**src/inc/scu_pkg.sv**
```systemverilog
package scu_pkg;
	// Register byte offsets on the APB port
	localparam logic [7:0] SCU_MODE_OFF = 8'h00;
	localparam logic [7:0] SCU_CTL0_OFF = 8'h04;
	localparam logic [7:0] SCU_CTL1_OFF = 8'h08;
	localparam logic [7:0] SCU_BRG_OFF = 8'h0c;
	localparam logic [7:0] SCU_TXB_OFF = 8'h10;
	localparam logic [7:0] SCU_RXB_OFF = 8'h14;
	localparam logic [7:0] SCU_STAT_OFF = 8'h18;
	// Values after reset
	localparam logic [7:0] SCU_MODE_RST = 8'h00;
	localparam logic [7:0] SCU_CTL0_RST = 8'h00;
	localparam logic [7:0] SCU_CTL1_RST = 8'h02;
	localparam logic [7:0] SCU_BRG_RST = 8'h00;
	// Operating mode code of the 8-bit asynchronous frame
	localparam logic [2:0] SCU_UART8 = 3'h5;
	// Prescaler select codes
	localparam logic [1:0] SCU_SEL_F1 = 2'h0;
	localparam logic [1:0] SCU_SEL_F8 = 2'h1;
	// Sixteen oversampling ticks per bit
	localparam logic [3:0] SCU_OVS_LAST = 4'hf;
	localparam logic [3:0] SCU_OVS_MID = 4'h7;
	localparam logic [2:0] SCU_BIT_LAST = 3'h7;
	localparam logic [2:0] SCU_DIV8_LAST = 3'h7;
	localparam logic [4:0] SCU_DIV32_LAST = 5'h1f;
	// Receive buffer read field positions
	localparam int SCU_RXB_OVR = 12;
	localparam int SCU_RXB_FE = 13;
	localparam int SCU_RXB_PE = 14;
	localparam int SCU_RXB_SUM = 15;

	typedef struct packed {
		logic sleep;
		logic par_en;
		logic par_even;
		logic two_stop;
		logic ext_clk;
		logic [2:0] smode;
	} scu_mode_t;

	typedef struct packed {
		logic msb_first;
		logic rsv6;
		logic open_drain;
		logic flow_off;
		logic [1:0] rsv;
		logic [1:0] clk_sel;
	} scu_ctl0_t;

	typedef struct packed {
		logic err_en;
		logic data_inv;
		logic rsv5;
		logic irq_done;
		logic rx_full;
		logic re;
		logic tx_empty;
		logic te;
	} scu_ctl1_t;

	typedef struct packed {
		logic psel;
		logic penable;
		logic pwrite;
		logic [7:0] paddr;
		logic [31:0] pwdata;
	} scu_apb_req_t;

	typedef struct packed {
		logic [31:0] prdata;
		logic pready;
		logic pslverr;
	} scu_apb_rsp_t;

	typedef enum {TX_IDLE, TX_START, TX_DATA, TX_PAR, TX_STOP, TX_GUARD} scu_tx_state_t;
	typedef enum {RX_IDLE, RX_START, RX_DATA, RX_PAR, RX_STOP, RX_ERRSIG} scu_rx_state_t;
endpackage : scu_pkg

```
**src/hw/scu_sim_uart.sv**
```systemverilog
// Design decisions made here: the register offsets and the APB slave port.
`timescale 1ns/1ps
module scu_sim_uart (
	// Clock and reset
	input wire logic clock,
	input wire logic sys_rst,
	// APB register port
	input scu_pkg::scu_apb_req_t apb_req,
	output scu_pkg::scu_apb_rsp_t apb_rsp,
	// Serial line, clear-to-send and clock pins
	input wire logic serial_in_pin,
	input wire logic channel_clock_pin,
	input wire logic cts_in_n,
	output logic serial_out_pin,
	output logic serial_out_oe
);
	import scu_pkg::*;

	// Baud generation state
	logic [4:0] pre_cnt_reg, pre_cnt_next;
	logic [7:0] brg_cnt_reg, brg_cnt_next;
	logic ext_prev_reg, ovs_reg, ovs_next, src_tick;

	// Registers and engine state
	scu_mode_t mode_reg, mode_next;
	scu_ctl0_t ctl0_reg, ctl0_next;
	scu_ctl1_t ctl1_reg, ctl1_next;
	scu_apb_rsp_t rsp_reg, rsp_next;
	logic [7:0] brg_reg, brg_next, txbuf_reg, txbuf_next, rxbuf_reg, rxbuf_next;
	logic ovr_reg, ovr_next, fe_reg, fe_next, pe_reg, pe_next;
	logic tx_req_reg, tx_req_next, rx_req_reg, rx_req_next, lvl_reg, lvl_next;
	scu_tx_state_t tx_state_reg, tx_state_next;
	scu_rx_state_t rx_state_reg, rx_state_next;
	logic [3:0] tx_cnt_reg, tx_cnt_next, rx_cnt_reg, rx_cnt_next;
	logic [2:0] tx_bit_reg, tx_bit_next, rx_bit_reg, rx_bit_next;
	logic [7:0] tx_sh_reg, tx_sh_next, rx_sh_reg, rx_sh_next;
	logic tx_par_reg, tx_par_next, rx_par_reg, rx_par_next;
	logic rx_pe_reg, rx_pe_next, rx_phase_reg, rx_phase_next;
	logic out_reg, out_next, oe_reg, oe_next;
	logic card_ok, acc, done, hit, tx_level, line_level, rx_done;
	logic [7:0] rx_view;

	assign apb_rsp = rsp_reg;
	assign serial_out_pin = out_reg;
	assign serial_out_oe = oe_reg;

	always_comb begin
		pre_cnt_next = pre_cnt_reg + 5'h01;
		if (mode_reg.ext_clk)
			src_tick = channel_clock_pin & ~ext_prev_reg;
		else begin
			case (ctl0_reg.clk_sel)
				SCU_SEL_F1: src_tick = 1'b1;
				SCU_SEL_F8: src_tick = (pre_cnt_reg[2:0] == SCU_DIV8_LAST);
				default: src_tick = (pre_cnt_reg == SCU_DIV32_LAST);
			endcase
		end
		brg_cnt_next = brg_cnt_reg;
		ovs_next = 1'b0;
		if (src_tick) begin
			if (brg_cnt_reg == 8'h00) begin
				brg_cnt_next = brg_reg;
				ovs_next = 1'b1;
			end else
				brg_cnt_next = brg_cnt_reg - 8'h01;
		end
	end

	always_ff @(posedge clock) begin
		if (sys_rst) begin
			pre_cnt_reg <= 5'h00;
			brg_cnt_reg <= 8'h00;
			ext_prev_reg <= 1'b0;
			ovs_reg <= 1'b0;
		end else begin
			pre_cnt_reg <= pre_cnt_next;
			brg_cnt_reg <= brg_cnt_next;
			ext_prev_reg <= channel_clock_pin;
			ovs_reg <= ovs_next;
		end
	end

	assign card_ok = (mode_reg.smode == SCU_UART8) && !mode_reg.two_stop;
	assign acc = apb_req.psel & apb_req.penable;
	assign done = acc & rsp_reg.pready;
	assign hit = (apb_req.paddr[1:0] == 2'h0) && (apb_req.paddr <= SCU_STAT_OFF);
	assign rx_view = ctl1_reg.data_inv ? ~rxbuf_reg : rxbuf_reg;
	assign rx_done = (rx_state_reg == RX_STOP) && ovs_reg && (rx_cnt_reg == SCU_OVS_MID);

	always_comb begin
		case (tx_state_reg)
			TX_START: tx_level = 1'b0;
			TX_DATA: tx_level = ctl0_reg.msb_first ? tx_sh_reg[7] : tx_sh_reg[0];
			TX_PAR: tx_level = mode_reg.par_even ? tx_par_reg : ~tx_par_reg;
			default: tx_level = 1'b1;
		endcase
		line_level = tx_level & ~((rx_state_reg == RX_ERRSIG) && rx_phase_reg);
	end

	always_comb begin
		mode_next = mode_reg;
		ctl0_next = ctl0_reg;
		ctl1_next = ctl1_reg;
		brg_next = brg_reg;
		txbuf_next = txbuf_reg;
		rxbuf_next = rxbuf_reg;
		ovr_next = ovr_reg;
		fe_next = fe_reg;
		pe_next = pe_reg;
		tx_req_next = tx_req_reg;
		rx_req_next = rx_req_reg;
		lvl_next = lvl_reg;
		tx_state_next = tx_state_reg;
		rx_state_next = rx_state_reg;
		tx_cnt_next = tx_cnt_reg;
		rx_cnt_next = rx_cnt_reg;
		tx_bit_next = tx_bit_reg;
		rx_bit_next = rx_bit_reg;
		tx_sh_next = tx_sh_reg;
		rx_sh_next = rx_sh_reg;
		tx_par_next = tx_par_reg;
		rx_par_next = rx_par_reg;
		rx_pe_next = rx_pe_reg;
		rx_phase_next = rx_phase_reg;
		rsp_next = '0;
		// APB: one wait cycle, then pready with data
		rsp_next.pready = acc & ~rsp_reg.pready;
		rsp_next.pslverr = acc & ~rsp_reg.pready & ~hit;
		if (acc && !rsp_reg.pready && !apb_req.pwrite) begin
			case (apb_req.paddr)
				SCU_MODE_OFF: rsp_next.prdata = {24'h0, mode_reg};
				SCU_CTL0_OFF: rsp_next.prdata = {24'h0, ctl0_reg};
				SCU_CTL1_OFF: rsp_next.prdata = {24'h0, ctl1_reg};
				SCU_BRG_OFF: rsp_next.prdata = {24'h0, brg_reg};
				SCU_RXB_OFF: rsp_next.prdata = {16'h0, ovr_reg | fe_reg | pe_reg, pe_reg,
					fe_reg, ovr_reg, 4'h0, rx_view};
				SCU_STAT_OFF: rsp_next.prdata = {28'h0, tx_state_reg != TX_IDLE, lvl_reg,
					rx_req_reg, tx_req_reg};
				default: rsp_next.prdata = 32'h0;
			endcase
		end
		if (done && hit && apb_req.pwrite) begin
			case (apb_req.paddr)
				SCU_MODE_OFF: begin
					mode_next = apb_req.pwdata[7:0];
					mode_next.sleep = 1'b0;
				end
				SCU_CTL0_OFF: ctl0_next = apb_req.pwdata[7:0];
				SCU_CTL1_OFF: begin
					ctl1_next = apb_req.pwdata[7:0];
					ctl1_next.tx_empty = ctl1_reg.tx_empty;
					ctl1_next.rx_full = ctl1_reg.rx_full;
				end
				SCU_BRG_OFF: brg_next = apb_req.pwdata[7:0];
				SCU_TXB_OFF: begin
					txbuf_next = ctl1_reg.data_inv ? ~apb_req.pwdata[7:0] : apb_req.pwdata[7:0];
					ctl1_next.tx_empty = 1'b0;
				end
				SCU_STAT_OFF: begin
					if (apb_req.pwdata[0])
						tx_req_next = 1'b0;
					if (apb_req.pwdata[1])
						rx_req_next = 1'b0;
				end
				default: ;
			endcase
		end
		if (done && !apb_req.pwrite && apb_req.paddr == SCU_RXB_OFF) begin
			ctl1_next.rx_full = 1'b0;
			ovr_next = 1'b0;
		end
		// Transmitter
		if (ovs_reg && tx_state_reg != TX_IDLE)
			tx_cnt_next = tx_cnt_reg + 4'h1;
		case (tx_state_reg)
			TX_IDLE: begin
				if (card_ok && ctl1_reg.te && !ctl1_reg.tx_empty
					&& (ctl0_reg.flow_off || !cts_in_n)) begin
					tx_sh_next = txbuf_reg;
					ctl1_next.tx_empty = 1'b1;
					tx_par_next = 1'b0;
					tx_bit_next = 3'h0;
					tx_cnt_next = 4'h0;
					tx_state_next = TX_START;
					if (!ctl1_reg.irq_done)
						tx_req_next = 1'b1;
				end
			end
			TX_START: begin
				if (ovs_reg && tx_cnt_reg == SCU_OVS_LAST)
					tx_state_next = TX_DATA;
			end
			TX_DATA: begin
				if (ovs_reg && tx_cnt_reg == SCU_OVS_LAST) begin
					tx_par_next = tx_par_reg ^ tx_level;
					tx_sh_next = ctl0_reg.msb_first ? {tx_sh_reg[6:0], 1'b0} : {1'b0, tx_sh_reg[7:1]};
					tx_bit_next = tx_bit_reg + 3'h1;
					if (tx_bit_reg == SCU_BIT_LAST)
						tx_state_next = mode_reg.par_en ? TX_PAR : TX_STOP;
				end
			end
			TX_PAR: begin
				if (ovs_reg && tx_cnt_reg == SCU_OVS_LAST)
					tx_state_next = TX_STOP;
			end
			TX_STOP: begin
				if (ovs_reg && tx_cnt_reg == SCU_OVS_LAST) begin
					if (ctl1_reg.err_en)
						tx_state_next = TX_GUARD;
					else begin
						tx_state_next = TX_IDLE;
						if (ctl1_reg.irq_done) begin
							tx_req_next = 1'b1;
							lvl_next = serial_in_pin;
						end
					end
				end
			end
			TX_GUARD: begin
				if (ovs_reg && tx_cnt_reg == SCU_OVS_MID && ctl1_reg.irq_done) begin
					tx_req_next = 1'b1;
					lvl_next = serial_in_pin;
				end
				if (ovs_reg && tx_cnt_reg == SCU_OVS_LAST)
					tx_state_next = TX_IDLE;
			end
			default: tx_state_next = TX_IDLE;
		endcase
		// Receiver
		if (ovs_reg && rx_state_reg != RX_IDLE)
			rx_cnt_next = rx_cnt_reg + 4'h1;
		case (rx_state_reg)
			RX_IDLE: begin
				if (card_ok && ctl1_reg.re && !serial_in_pin) begin
					rx_cnt_next = 4'h0;
					rx_bit_next = 3'h0;
					rx_par_next = 1'b0;
					rx_state_next = RX_START;
				end
			end
			RX_START: begin
				if (ovs_reg && rx_cnt_reg == SCU_OVS_MID && serial_in_pin)
					rx_state_next = RX_IDLE;
				else if (ovs_reg && rx_cnt_reg == SCU_OVS_LAST)
					rx_state_next = RX_DATA;
			end
			RX_DATA: begin
				if (ovs_reg && rx_cnt_reg == SCU_OVS_MID) begin
					rx_par_next = rx_par_reg ^ serial_in_pin;
					rx_sh_next = ctl0_reg.msb_first ? {rx_sh_reg[6:0], serial_in_pin}
						: {serial_in_pin, rx_sh_reg[7:1]};
				end
				if (ovs_reg && rx_cnt_reg == SCU_OVS_LAST) begin
					rx_bit_next = rx_bit_reg + 3'h1;
					rx_pe_next = 1'b0;
					if (rx_bit_reg == SCU_BIT_LAST)
						rx_state_next = mode_reg.par_en ? RX_PAR : RX_STOP;
				end
			end
			RX_PAR: begin
				if (ovs_reg && rx_cnt_reg == SCU_OVS_MID)
					rx_pe_next = mode_reg.par_even ? (rx_par_reg ^ serial_in_pin)
						: ~(rx_par_reg ^ serial_in_pin);
				if (ovs_reg && rx_cnt_reg == SCU_OVS_LAST)
					rx_state_next = RX_STOP;
			end
			RX_STOP: begin
				if (rx_done) begin
					rxbuf_next = rx_sh_reg;
					fe_next = ~serial_in_pin;
					pe_next = rx_pe_reg;
					ovr_next = ctl1_next.rx_full | ovr_next;
					if (!ctl1_next.rx_full)
						rx_req_next = 1'b1;
					ctl1_next.rx_full = 1'b1;
					rx_phase_next = 1'b0;
					rx_state_next = (rx_pe_reg && ctl1_reg.err_en) ? RX_ERRSIG : RX_IDLE;
				end
			end
			RX_ERRSIG: begin
				if (ovs_reg && rx_cnt_reg == SCU_OVS_LAST) begin
					rx_phase_next = ~rx_phase_reg;
					if (rx_phase_reg)
						rx_state_next = RX_IDLE;
				end
			end
			default: rx_state_next = RX_IDLE;
		endcase
		// Open-drain only pulls low
		out_next = ctl0_reg.open_drain ? 1'b0 : line_level;
		oe_next = ctl0_reg.open_drain ? ~line_level : 1'b1;
	end

	always_ff @(posedge clock) begin
		if (sys_rst) begin
			mode_reg <= SCU_MODE_RST;
			ctl0_reg <= SCU_CTL0_RST;
			ctl1_reg <= SCU_CTL1_RST;
			brg_reg <= SCU_BRG_RST;
			rsp_reg <= '0;
			txbuf_reg <= 8'h00;
			rxbuf_reg <= 8'h00;
			ovr_reg <= 1'b0;
			fe_reg <= 1'b0;
			pe_reg <= 1'b0;
			tx_req_reg <= 1'b0;
			rx_req_reg <= 1'b0;
			lvl_reg <= 1'b1;
			tx_state_reg <= TX_IDLE;
			rx_state_reg <= RX_IDLE;
			tx_cnt_reg <= 4'h0;
			rx_cnt_reg <= 4'h0;
			tx_bit_reg <= 3'h0;
			rx_bit_reg <= 3'h0;
			tx_sh_reg <= 8'h00;
			rx_sh_reg <= 8'h00;
			tx_par_reg <= 1'b0;
			rx_par_reg <= 1'b0;
			rx_pe_reg <= 1'b0;
			rx_phase_reg <= 1'b0;
			out_reg <= 1'b1;
			oe_reg <= 1'b1;
		end else begin
			mode_reg <= mode_next;
			ctl0_reg <= ctl0_next;
			ctl1_reg <= ctl1_next;
			brg_reg <= brg_next;
			rsp_reg <= rsp_next;
			txbuf_reg <= txbuf_next;
			rxbuf_reg <= rxbuf_next;
			ovr_reg <= ovr_next;
			fe_reg <= fe_next;
			pe_reg <= pe_next;
			tx_req_reg <= tx_req_next;
			rx_req_reg <= rx_req_next;
			lvl_reg <= lvl_next;
			tx_state_reg <= tx_state_next;
			rx_state_reg <= rx_state_next;
			tx_cnt_reg <= tx_cnt_next;
			rx_cnt_reg <= rx_cnt_next;
			tx_bit_reg <= tx_bit_next;
			rx_bit_reg <= rx_bit_next;
			tx_sh_reg <= tx_sh_next;
			rx_sh_reg <= rx_sh_next;
			tx_par_reg <= tx_par_next;
			rx_par_reg <= rx_par_next;
			rx_pe_reg <= rx_pe_next;
			rx_phase_reg <= rx_phase_next;
			out_reg <= out_next;
			oe_reg <= oe_next;
		end
	end
endmodule : scu_sim_uart

```
**config.mk**
```make
export PLATFORM = sky130hd
export DESIGN_NAME = scu_sim_uart
export DESIGN_NICKNAME = d
export VERILOG_FILES = /design/src/inc/scu_pkg.sv /design/src/hw/scu_sim_uart.sv
export SDC_FILE = /design/constraint.sdc
export NUM_CORES = 1
export LEC_CHECK = 0
export BUFFER_PORTS_ARGS = -buffer_cell sky130_fd_sc_hd__buf_4
export CAP_MARGIN = 40
export CORE_MARGIN = 8
export CORE_UTILIZATION = 52
export DETAILED_ROUTE_END_ITERATION = 12
export PLACE_DENSITY = 0.76
export REMOVE_ABC_BUFFERS = 1
export SYNTH_ARGS = -nofsm -noshare
export SYNTH_HDL_FRONTEND = slang
export SYNTH_SLANG_ARGS = --single-unit
export TNS_END_PERCENT = 20
```
**constraint.sdc**
```tcl
create_clock -name clock -period 2 [get_ports clock]
set_input_delay 0.4 -clock clock [delete_from_list [all_inputs] [get_ports clock]]
set_output_delay 0.4 -clock clock [all_outputs]
set_load 0.01 [all_outputs]
```
==> metrics.yaml <==
sta:
  slew_headroom_pct: 57.5
  finalClockSkew_ps: 5.88
  min_period_ps: 1960
  rsz0062_at_grt: "true"
  finalCritPeriodShare_pct: 98.0
  tightest_slew_ps: 637
  slew_violations: 0
  finalHoldViolCount: 0
  setup_violations: 0
  fmax_ghz: 0.510
worst_setup_path:
  critical_path.max_fanout: 3
  critPathSlowestCell: "or4_1"
  start_kind: "flop"
  critical-path-top-delay-family: "simple AND/OR/NAND/NOR gates"
  crit_arrival_ps: 2310
  crit_buf_inv: 0
  crit_type: "flop to flop"
  end_kind: "flop"
  crit_top_cell: "ha_1"
  critical_path_required_ps: 2350
  critPathMaxStageDelay_ps: 530
  cp_cell_sequence: "ha_1, and3_1, ha_1, nor2b_1, o32a_1, or4_1, a21oi_2"
layout:
  fill_cells: 987
  layout-area-overhead-vs-synth_pct: 20.1
  final_cell_mix: "dfxtp_1 (123), buf_4 (85), nor2_1 (67)"
  largest_reg_flops: 14
  drive_gt1_share_pct: 18.9
  final_common_cell: "dfxtp_1"
  fin_util_pct: 63.1
  antennaDiodeCount: 0
  fin_nets: 819
  final_cells: 920
place:
  gp_congestion: 0.892
  dp.cells: 889
  dp_hpwl_microns: 11600
  place.port_buffers: 39
clock_network:
  cts_num_sinks: 124
  cts-root-buf: "clkbuf_16"
  cts.clk_slew.worst_paths_ps: 50
  h-tree-depth: 4
  cts_tree: "done"
  numCtsBuffers: 17
  clock_path_buffers: 2
  clk_latency_ps: 410
  postCtsHoldBufs: 0
  cts_setup_buffers: 0
route:
  first_iter_violations: 384
  vias: 5476
  post_drt_wl_per_cell_microns: 17.8
  ant_nets: 0
  wirelength_microns: 16400
  drtPass1Iterations: 7
  drc: 0
  via_per_inst: 5.95
floorplanning:
  fp.dieW_microns: 125
  die_area_sq_um: 15700
  pin_count: 84
  fp.dieH_microns: 125
  core_area_sq_um: 11900
  start_util_pct: 52.6
  rows: 40
power:
  p_switching_uw: 1810
  total_power_uw: 6970
  internal_power_uw: 5160
  peakVddDrop_mv: 0.750
  power.share.clock_pct: 45.2
  pwr-share-seq_pct: 38.9
  power_density_nw_per_um2: 931
  swShare_pct: 25.9
  leakagePower_uw: 0.00306
  p_comb_share_pct: 15.9
synth:
  synth_cell_types: 73
  ys_seq_area_share_pct: 39.8
  synth-main-ff-cell: "dfxtp_1"
  synth_seq_cells: 124
  async_flop_share_pct: 0
  syn_inst: 699
  yosysWarnings: 0
  avgSynthCellArea_sq_um: 8.92
  mappedNetlistArea_sq_um: 6230
  synth_edf_count: 0
global_routing:
  grt.total_usage_pct: 21.0
  grt_start_max_net_pins: 60
  gr-total-overflow: 0
  antenna_found_initial: 0
  grt_pass1_wl_microns: 26800
  grt_pass1_vias: 5390
run:
  cap_violations: 0
status:
  status: "finished clean"
min_path:
  hold_path_class: "primary input to flop"
## cell type report
class | count | area (sq um) | area share [%]
multi-input combinational | 518 | 3460 | 46.3
sequential | 124 | 2480 | 33.2
timing repair buffer | 88 | 698 | 9.32
clock buffer | 24 | 502 | 6.70
tap | 147 | 184 | 2.46
clock inverter | 7 | 110 | 1.47
inverter | 12 | 45.0 | 0.602
## routing by layer
metal	GRT usage (%)	up-vias	part of all wire, %
met4	8.38	0	2.5
met1	25.0	2599	42
met2	34.9	198	49
met3	5.99	32	6.4
met5	0	-	0
li1	-	2647	-
## worst register-to-register path: cells and delay by family (launching register included)
family          cells  cell delay [ps]
simple gates        3              750
compound gates      2              500
flops               1              340
fa+ha+maj           2              310
## metrics by stage
step                      hold slack [ps]  area, sq um  worst slack, ps  setup TNS (ps)
after floorplan                       396         5970            -36.0            -252
after global placement                429         6850            -91.1            -849
after detailed placement              449         6850             -160           -1420
after CTS                             204         7460             17.5               0
after global routing                  198         7490            -50.5           -50.5
final                                 214         7490             40.5               0
## Yosys cell counts, drive strengths merged (10+ instances only)
cell    number  area share (%)
a21oi       35             2.8
o21ai       18             1.4
nand3       29             2.3
xor2        10             1.4
dfxtp      124              40
nand2       56             3.4
nor2b       15             1.5
mux2i       61             9.8
clkbuf      33             2.0
xnor2       13             1.8
inv         11            0.66
nand4       10             1.0
nor3        13             1.2
buf         31             3.4
nor2        68             4.1
a211oi      21             2.6
ha          10             2.0
## cells by family (layout without fill, tap and decap cells)
group	after synthesis	count (layout)	share of synthesized area, %
and+or+nand+nor	258	258	21.9
other	1	20	0.0602
adders and majority gates	10	10	2.01
muxes	68	68	11.4
DFF	124	124	39.8
buffers and inverters	76	131	6.10
AOI/OAI and AO/OA	139	139	15.5
xor gates and xnor gates	23	23	3.23
## what timing repair did
| action | CTS | global route |
|---|---|---|
| resized for setup | 0 | 5 |
| endpoints found under the hold margin | 0 | 0 |
| endpoints found under the setup margin | 0 | 5 |
## worst paths after layout
path,endpoint,slack (ps),start,cells past startpoint
min reg2reg,pre_cnt_reg[0],420,pre_cnt_reg[0],1
min,pre_cnt_reg[0],210,sys_rst,2
max reg2reg,brg_cnt_reg[2],40,pre_cnt_reg[0],7
max,brg_cnt_reg[2],40,pre_cnt_reg[0],7
## power by group through the flow
stage / Combinational, uW / Sequential, uW / Clock [uW]
2_1_floorplan: 640 / 2740 / 0
3_3_place_gp: 1020 / 2740 / 0
3_5_place_dp: 1050 / 2750 / 0
4_1_cts: 1060 / 2690 / 3200
5_1_grt: 1220 / 2720 / 3320
6_report: 1110 / 2710 / 3150
No activity file was read; power rests on OpenSTA's default activity.
